### config.mk
export PLATFORM = sky130hd
export DESIGN_NAME = dslf_lock
export DESIGN_NICKNAME = d
export VERILOG_FILES = /design/src/hdl/dslf_pkg.sv /design/src/hdl/dslf_lock.sv
export SDC_FILE = /design/constraint.sdc
export NUM_CORES = 1
export LEC_CHECK = 0
export BUFFER_PORTS_ARGS = -buffer_cell sky130_fd_sc_hd__buf_2
export CORE_MARGIN = 2
export CORE_UTILIZATION = 60
export CTS_CLUSTER_DIAMETER = 200
export CTS_CLUSTER_SIZE = 30
export DETAILED_ROUTE_END_ITERATION = 7
export GPL_TIMING_DRIVEN = 1
export PLACE_DENSITY = 0.83
export SYNTH_ARGS = -nofsm -noshare
export SYNTH_HDL_FRONTEND = slang
export SYNTH_SLANG_ARGS = --single-unit
### constraint.sdc
create_clock -name ref_clk -period 75.6 [get_ports ref_clk]
set_clock_uncertainty 0.05 [all_clocks]
set_input_delay 18.9 -clock ref_clk [delete_from_list [all_inputs] [get_ports ref_clk]]
set_output_delay 18.9 -clock ref_clk [all_outputs]
set_load 0.03 [all_outputs]
### src/hdl/dslf_pkg.sv
/*
  Constants, command codes and carrier types for the drive security lock block.
  Assumes a command front end that has already gathered the one data sector.
*/
// What this block does
// - password sector: word0 bit8 level, bit0 user/master, words 1-16 the password.
// - master revision codes 0000h-FFFDh accepted; factory FFFEh; reported as word 92.
// - user password at High level stored; lock armed; user or master unlocks.
// - user password at Maximum level; only user password unlocks by unlock command.
// - master set replaces master password and revision; lock flag and level kept.
// - set-password aborted while locked or frozen.
// - factory state: master password all 20h bytes, locking disabled.
// - after reset with lock armed, media access refused until unlock succeeds.
// - unlock with master id compares master at High, rejected at Maximum.
// - unlock with user id compares against stored user password.
// - attempt counter starts at five; failed unlock while locked aborts and decrements.
// - counter at zero aborts unlock and erase-unit until reset.
// - unlock while already unlocked leaves the counter unchanged.
// - while frozen, unlock and erase-prepare are aborted.
// - erase-prepare must directly precede erase-unit; only that pair erases.
// - at Maximum, master unlocks only through prepare then erase-unit, erasing data.
// - after freeze-lock, password changes refused until reset.
// - security feature support advertised in identify word 128.
// - frozen state left only by reset.
// - erase-unit not directly after erase-prepare is aborted.
package dslf_pkg;
  localparam int DSLF_PW_BYTES = 32;
  localparam int DSLF_LEVEL_BIT = 8;
  localparam int DSLF_ID_BIT = 0;
  localparam logic [7:0] DSLF_CMD_SET_PW = 8'hf1;
  localparam logic [7:0] DSLF_CMD_UNLOCK = 8'hf2;
  localparam logic [7:0] DSLF_CMD_ERASE_PREP = 8'hf3;
  localparam logic [7:0] DSLF_CMD_ERASE_UNIT = 8'hf4;
  localparam logic [7:0] DSLF_CMD_FREEZE = 8'hf5;
  localparam logic [7:0] DSLF_CMD_DISABLE_PW = 8'hf6;
  localparam logic [7:0] DSLF_PW_FILL = 8'h20;
  localparam logic [15:0] DSLF_REV_FACTORY = 16'hfffe;
  localparam logic [15:0] DSLF_REV_MAX_VALID = 16'hfffd;
  localparam logic [2:0] DSLF_TRIES_INIT = 3'h5;
  localparam logic [15:0] DSLF_WORD128_SUPPORTED = 16'h0001;
  localparam logic [15:0] DSLF_WORD128_ENABLED = 16'h0002;
  localparam logic [15:0] DSLF_WORD128_LOCKED = 16'h0004;
  localparam logic [15:0] DSLF_WORD128_FROZEN = 16'h0008;
  localparam logic [15:0] DSLF_WORD128_EXPIRED = 16'h0010;
  localparam logic [15:0] DSLF_WORD128_MAXLVL = 16'h0100;

  typedef logic [DSLF_PW_BYTES*8-1:0] dslf_pw_t;

  typedef struct packed {
    logic [7:0] opcode;
    logic [15:0] control;
    dslf_pw_t password;
    logic [15:0] revision;
  } dslf_cmd_s;

  typedef struct packed {
    logic done;
    logic aborted;
  } dslf_resp_s;
endpackage : dslf_pkg

### src/hdl/dslf_lock.sv
/*
  Security lock state machine: takes one gathered security command per pulse
  and answers done/aborted one cycle later, and gates media access.
  Assumes cmd_valid is a one-cycle pulse synchronous to ref_clk.
*/
`timescale 1ns/100ps
`default_nettype none
module dslf_lock
  import dslf_pkg::*;
(
  input wire logic ref_clk, // 40 MHz controller clock
  input wire logic rst, // synchronous, active high power-on/hard reset
  input wire logic cmd_valid, // one-cycle pulse, a command is offered
  input wire dslf_cmd_s cmd, // opcode, control word, password, revision
  input wire logic media_req, // pulse, a media access command is offered
  output logic media_grant, // pulse, media access executes
  output logic media_refuse, // pulse, media access aborted
  output dslf_resp_s resp, // done and aborted pulses for security commands
  output logic erase_start, // pulse, erase all user data
  output logic [15:0] id_word92, // master password revision code
  output logic [15:0] id_word128 // security status word
);
  typedef enum {DSLF_UNLOCKED, DSLF_LOCKED} dslf_mode_e;

  dslf_mode_e mode_reg;
  dslf_pw_t user_pw_reg;
  dslf_pw_t master_pw_reg;
  logic [15:0] rev_reg;
  logic enabled_reg;
  logic max_level_reg;
  logic frozen_reg;
  logic prepared_reg;
  logic [2:0] tries_reg;

  function automatic logic pw_equal(input dslf_pw_t a, input dslf_pw_t b);
    logic eq;
    eq = 1'b1;
    for (int i = 0; i < DSLF_PW_BYTES; i++) begin
      if (a[i*8 +: 8] != b[i*8 +: 8]) begin
        eq = 1'b0;
      end
    end
    return eq;
  endfunction : pw_equal

  logic is_master;
  logic user_match;
  logic master_match;
  logic expired;
  logic unlock_ok;
  logic erase_ok;
  logic set_ok;
  logic abort_now;
  logic ok_now;

  assign is_master = cmd.control[DSLF_ID_BIT];
  assign user_match = pw_equal(cmd.password, user_pw_reg);
  assign master_match = pw_equal(cmd.password, master_pw_reg);
  assign expired = (tries_reg == 3'h0);
  // master at maximum level never unlocks by the unlock command
  assign unlock_ok = is_master ? (!max_level_reg && master_match) : user_match;
  assign erase_ok = prepared_reg && !frozen_reg && !expired
                    && (is_master ? master_match : user_match);
  assign set_ok = (mode_reg == DSLF_UNLOCKED) && !frozen_reg
                  && !(is_master && cmd.revision > DSLF_REV_MAX_VALID);

  always_comb begin
    ok_now = 1'b0;
    case (cmd.opcode)
      DSLF_CMD_SET_PW: ok_now = set_ok;
      DSLF_CMD_UNLOCK: ok_now = !frozen_reg && !expired
                                && (mode_reg == DSLF_UNLOCKED || unlock_ok);
      DSLF_CMD_ERASE_PREP: ok_now = !frozen_reg;
      DSLF_CMD_ERASE_UNIT: ok_now = erase_ok;
      DSLF_CMD_FREEZE: ok_now = (mode_reg == DSLF_UNLOCKED);
      DSLF_CMD_DISABLE_PW: ok_now = (mode_reg == DSLF_UNLOCKED) && !frozen_reg
                                    && (user_match || master_match);
      default: ok_now = 1'b0;
    endcase
    abort_now = cmd_valid && !ok_now;
  end

  // lock mode: armed flag turns into locked only at reset
  always_ff @(posedge ref_clk) begin
    if (rst) begin
      mode_reg <= enabled_reg ? DSLF_LOCKED : DSLF_UNLOCKED;
    end else if (cmd_valid && ok_now) begin
      case (cmd.opcode)
        DSLF_CMD_UNLOCK, DSLF_CMD_ERASE_UNIT: mode_reg <= DSLF_UNLOCKED;
        default: mode_reg <= mode_reg;
      endcase
    end
  end

  // stored passwords survive reset; only the factory state is a power-up value
  logic factory_done_reg = 1'b0;
  always_ff @(posedge ref_clk) begin
    if (!factory_done_reg) begin
      factory_done_reg <= 1'b1;
      master_pw_reg <= {DSLF_PW_BYTES{DSLF_PW_FILL}};
      user_pw_reg <= '0;
      rev_reg <= DSLF_REV_FACTORY;
      enabled_reg <= 1'b0;
      max_level_reg <= 1'b0;
    end else if (!rst && cmd_valid && ok_now) begin
      case (cmd.opcode)
        DSLF_CMD_SET_PW: begin
          if (is_master) begin
            master_pw_reg <= cmd.password;
            rev_reg <= cmd.revision;
          end else begin
            user_pw_reg <= cmd.password;
            enabled_reg <= 1'b1;
            max_level_reg <= cmd.control[DSLF_LEVEL_BIT];
          end
        end
        DSLF_CMD_ERASE_UNIT, DSLF_CMD_DISABLE_PW: enabled_reg <= 1'b0;
        default: enabled_reg <= enabled_reg;
      endcase
    end
  end

  always_ff @(posedge ref_clk) begin
    if (rst) begin
      frozen_reg <= 1'b0;
    end else if (cmd_valid && ok_now && cmd.opcode == DSLF_CMD_FREEZE) begin
      frozen_reg <= 1'b1;
    end
  end

  // any command other than an accepted erase-prepare, erase-unit included, and any media access without a command in the same cycle break the prepare pairing
  always_ff @(posedge ref_clk) begin
    if (rst) begin
      prepared_reg <= 1'b0;
    end else if (cmd_valid) begin
      prepared_reg <= (cmd.opcode == DSLF_CMD_ERASE_PREP) && ok_now;
    end else if (media_req) begin
      prepared_reg <= 1'b0;
    end
  end

  always_ff @(posedge ref_clk) begin
    if (rst) begin
      tries_reg <= DSLF_TRIES_INIT;
    end else if (cmd_valid && cmd.opcode == DSLF_CMD_UNLOCK && mode_reg == DSLF_LOCKED
                 && !frozen_reg && !expired && !unlock_ok) begin
      tries_reg <= tries_reg - 3'h1;
    end
  end

  always_ff @(posedge ref_clk) begin
    if (rst) begin
      resp <= '0;
      erase_start <= 1'b0;
      media_grant <= 1'b0;
      media_refuse <= 1'b0;
    end else begin
      resp.done <= cmd_valid && ok_now;
      resp.aborted <= abort_now;
      erase_start <= cmd_valid && ok_now && cmd.opcode == DSLF_CMD_ERASE_UNIT;
      media_grant <= media_req && mode_reg == DSLF_UNLOCKED;
      media_refuse <= media_req && mode_reg == DSLF_LOCKED;
    end
  end

  always_ff @(posedge ref_clk) begin
    if (rst) begin
      id_word92 <= DSLF_REV_FACTORY;
      id_word128 <= DSLF_WORD128_SUPPORTED;
    end else begin
      id_word92 <= rev_reg;
      id_word128 <= DSLF_WORD128_SUPPORTED
        | (enabled_reg ? DSLF_WORD128_ENABLED : 16'h0000)
        | (mode_reg == DSLF_LOCKED ? DSLF_WORD128_LOCKED : 16'h0000)
        | (frozen_reg ? DSLF_WORD128_FROZEN : 16'h0000)
        | (expired ? DSLF_WORD128_EXPIRED : 16'h0000)
        | (max_level_reg ? DSLF_WORD128_MAXLVL : 16'h0000);
    end
  end
endmodule : dslf_lock
`default_nettype wire

# After elaboration in Yosys (flattened, before gate mapping)
# Index checks and enable logic that the tools add are counted.
# totals
reg_bits,604
input_bits,300
out_inout_bits,37
elab_cells,220
# op_classes
add_sub_neg,1
n_lt_le_gt_ge,1
eq_ne,72
mux,80
bitwise,5
n_reduce_logical,45
# op_table
op,count
8-bit != test,64
32-bit 2-to-1 mux,3
1-bit 2-to-1 mux,70
8-bit == test (second input constant),6
32-bit by 2-bit == test with 1-bit output (second input constant),1
32-bit zero test,1
1-bit logical AND,24
16-bit greater-than comparator (second input constant),1
9-bit 2-to-1 mux,1
5-bit by 9-bit bitwise OR with 9-bit output,1
3-bit AND reduction,3
2-bit nonzero test,4
1-bit zero test,7
1-bit case mux with 6 select lines,1
5-bit 2-to-1 mux,1
4-bit by 5-bit bitwise OR with 5-bit output,1
4-bit 2-to-1 mux,1
3-bit by 4-bit bitwise OR with 4-bit output,1
2-bit OR reduction,2
3-bit zero test,1
3-bit 2-to-1 mux,1
2-bit by 3-bit bitwise OR with 3-bit output,1
3-bit by 1-bit subtractor with 3-bit output (second input constant),1
1-bit logical OR,2
5 further kinds,5

# Logic depth before layout (Yosys ltp)
# depth
word_depth,41
mapped_depth,8
mapped_depth_nobuf,8

# Worst setup path after synthesis
# No wires, ideal clock.
# synth_timing
path_kind,input to register
from,input port cmd[98] (netlist name)
to,register master_pw_reg[0] (enable)
setup_ns,1.572
arrival_ns,45.875
required_ns,73.978
slack_ns,28.103
stages,8
path_cell_list,xor2_1 nor4_1 nand4_1 nor4_2 nand4_1 o221ai_4 a221oi_2 nor4_1
# synth_between
elab_chain_len,30
# synth_lines
item,line,source
"start, declared",dslf_lock.sv:14,"input wire dslf_cmd_s cmd,"
8-bit != test,dslf_lock.sv:39,if (a[i*8 +: 8] != b[i*8 +: 8]) begin
1-bit 2-to-1 mux (22 in series),dslf_lock.sv:39,
1-bit logical AND,dslf_lock.sv:61,assign unlock_ok = is_master ? (!max_level_reg && master_match) : user_match;
1-bit 2-to-1 mux,dslf_lock.sv:61,
1-bit logical OR,dslf_lock.sv:72,&& (mode_reg == DSLF_UNLOCKED || unlock_ok);
1-bit logical AND,dslf_lock.sv:72,
1-bit case mux with 6 select lines (*),dslf_lock.sv:69,case (cmd.opcode)
1-bit logical AND (*),dslf_lock.sv:105,end else if (!rst && cmd_valid && ok_now) begin
3-bit AND reduction (no line) (*),--,
"end signal, assigned",dslf_lock.sv:100,master_pw_reg <= {DSLF_PW_BYTES{DSLF_PW_FILL}};
"end signal, assigned",dslf_lock.sv:109,master_pw_reg <= cmd.password;
"end, declared",dslf_lock.sv:27,dslf_pw_t master_pw_reg;
# Mark *: on every way between the ends. The rest lies on a longest branch, timed or not.
# A chain may end at the register's enable or synchronous reset.

# Worst setup path after layout
# layout_timing
from,input port cmd[134] (netlist name)
to,register master_pw_reg[16] (enable)
# layout_between
elab_chain_len,26
# layout_lines
item,line
8-bit != test,dslf_lock.sv:39
1-bit 2-to-1 mux (18 in series),dslf_lock.sv:39
1-bit logical AND,dslf_lock.sv:61
1-bit 2-to-1 mux,dslf_lock.sv:61
1-bit logical OR,dslf_lock.sv:72
1-bit logical AND,dslf_lock.sv:72
1-bit case mux with 6 select lines (*),dslf_lock.sv:69
1-bit logical AND (*),dslf_lock.sv:105
3-bit AND reduction (no line) (*),--
# Marked as above.

==> summary.md <==
| Metric | Value |
|---|---|
| Top FF cell, synth | `edfxtp_1` |
| Final Setup Violations | `0` |
| Tmin final | `about 24 ns` |
| Relative slew slack | `around 25%` |
| Synth Cell Area | `around 0.023 mm^2` |
| PD cells | `between 20 and 25 mW/mm^2` |
| Final nets | `slightly below 2000` |
| Drt drc | `0` |
| Vias in the first global route | `around 12000` |
| First-pass GRT wire length | `72200 um` |
| Placed insts | `about 2200` |
| Initial antenna violation count | `16` |
| Clk sink count | `between 500 and 600` |
| Starting Density | `60.7%` |
| FFs w/ async S/R, synth | `0%` |
| Worst-Skew Late Latency | `around 0.58 ns` |
| CP Data Arrival Time | `between 20 and 25 ns` |
| Post-route ant nets | `0` |
| Crit-path max FO | `68` |
| Top cell type's share of synthesized area | `69.9%` |
| Post-route insts no fill | `approximately 2200` |
| Gr usage total | `between 20% and 30%` |
| Largest area contributor in the netlist | `edfxtp_1` |
| Commonest cells post-synth | `edfxtp_1 (531), xor2_1 (513), nor4_1 (141)` |
| Vias | `around 12000` |
| Flops & latches, synth | `approximately 560` |
| Largest net degree at the start of global routing | `164` |
| Clk slew on worst S/H paths | `approximately 0.11 ns` |
| Post-CTS resize count | `0` |
| Std-Cell Rows | `71` |
| Synth Instances | `approximately 1300` |
| Crit path kind | `in2reg` |
| Layout cells sized above 1 | `around 22%` |
| Worst reg-to-reg path cell count | `10` |
| # H-tree levels | `1` |
| Setup bufs post-CTS | `0` |
| Status | `finished, final reports clean` |
| Worst-margin pin slew | `1.13 ns` |
| Worst Setup End Kind | `flop` |
| Req. time, crit path | `75.74 ns` |
| DIE WIDTH | `roughly 200 um` |
| Clk buf depth | `3` |
| Leakage power | `roughly 9.1 nW` |
| # IOs | `337` |
| Largest cells by area after synthesis | `edfxtp_1 (70%), xor2_1 (20%), nor4_1 (3.9%)` |
| Mean post-synth cell area | `about 17 um^2` |
| Total gr overflow | `0` |
| Detail Placement HPWL | `between 30000 and 40000 um` |
| TritonCTS clock tree | `yes` |
| HP Class | `reg2reg` |
| TNS Setup | `0 ns` |
| Number of hold buffers added after CTS | `0` |
| Core ar. | `0.0376 mm^2` |
| Via density | `around 5.6` |
| Clock Tree Root | `clkbuf_16` |
| Final Slew Violations | `0` |
| Startpoint Class | `input port` |
| RSZ-0062 raised after global routing | `no` |
| Max Clk Rate | `roughly 0.042 GHz` |
| Final Hold Vio Count | `0` |
| Max_cap viols | `0` |
| Most common cell in the netlist | `edfxtp_1` |
| Die height | `just under 200 um` |
| Final wirelength | `50200 um` |
| Area grow syn2layout | `12.4%` |
| Buffers on Ports | `between 300 and 400` |
| Post-synth EDFFs | `about 530` |
| Wire per inst | `22.7 um` |
| TritonRoute pass-1 iters | `5` |
| Maximum VDD drop | `0.0000223 V` |
| Post-synth cell types | `37` |
| Gp weighted congestion | `0.889` |
| Area of the die | `a little under 0.04 mm^2` |
| Drt initial violations | `1086` |
| Num CTS Buffers | `22` |
| Register area share after synthesis | `72.6%` |
| Hold path depth | `1` |
| Yosys warnings | `0` |
| Fin crit share | `about a third` |
[placed cells by master, fill, tap and decap left out, types with 7 or more instances in the layout]
master and n:
edfxtp_1 531, xor2_1 513, buf_2 311, nor4_1 139
nand4_1 39, dfxtp_1 31, clkbuf_16 22, or2_2 15
diode_2 11, conb_1 11, nor2b_1 7, nor2_1 7
clkbuf_1 7, buf_4 7
[final cells by class]
cell class,count,area [um^2]
flip-flops and latches,562,16600
inverters,6,22.5
multi-input cells,774,6150
repair buffers,319,1630
fillers,2589,11900
clock buffers,29,577
diodes,11,27.5
well taps,511,639
clock inverters,2,25.0
[layer usage]
| layer | share of wire [%] | vias up | routed length (um) | global-route usage [%] |
|---|---|---|---|---|
| met3 | 7.6 | 71 | 3800 | 4.09 |
| met2 | 49 | 497 | 24600 | 41.8 |
| met5 | 0.22 | - | 111 | 0 |
| met1 | 41 | 6063 | 20400 | 34.7 |
| met4 | 2.5 | 18 | 1260 | 6.33 |
| li1 | - | 5674 | - | - |
[through the flow]
| stage | power [mW] | instance area (um^2) | utilization, % | hold slack [ns] | setup slack, ns |
|---|---|---|---|---|---|
| 6_report | 0.516 | 25600 | 68.2 | 0.384 | 51.83 |
| 5_1_grt | 0.532 | 25600 | 68.2 | 0.402 | 51.60 |
| 4_1_cts | 0.519 | 25600 | 68.2 | 0.386 | 51.84 |
| 3_5_place_dp | 0.380 | 25000 | 66.6 | 0.359 | 51.25 |
| 3_3_place_gp | 0.379 | 25000 | 66.6 | 0.357 | 51.31 |
| 2_1_floorplan | 0.360 | 22800 | - | 0.354 | 28.10 |
[where the power goes]
group	internal [mW]	leakage, nW	total, mW	switching (mW)
clock	0.0548	0.291	0.143	0.0879
sequential	0.340	5.03	0.340	0.000114
combinational	0.0121	3.76	0.0330	0.0208
total	0.407	9.08	0.516	0.109
[cell families after synthesis]
family	count (synthesis)	share of synthesized area, %
DFF	562	72.6
other	2	0.0329
adders and majority gates	2	0.110
buffers and inverters	22	0.576
AOI/OAI and AO/OA	13	0.521
and+or+nand+nor	233	6.33
muxes	2	0.0878
xor gates and xnor gates	513	19.7
[worst max-delay path, stage by stage]
cell and delay, ns:
buf_2 0.13, xor2_1 0.14, nor4_1 0.64, nand4_1 0.19, nor4_1 0.74, nand4_1 0.52, o221ai_4 0.43, a221oi_2 0.18
nor4_2 0.36, buf_4 0.74, buf_4 0.84
[final timing paths]
kind / start / end / slack (ns)
worst max-delay path: cmd[134] / master_pw_reg[16] / 51.83
worst min-delay path: rev_reg[12] / id_word92[12] / 0.38
worst max register to register: user_pw_reg[118] / master_pw_reg[157] / 69.88
worst min register to register: rev_reg[12] / id_word92[12] / 0.38
(Power assumes the default switching activity.)
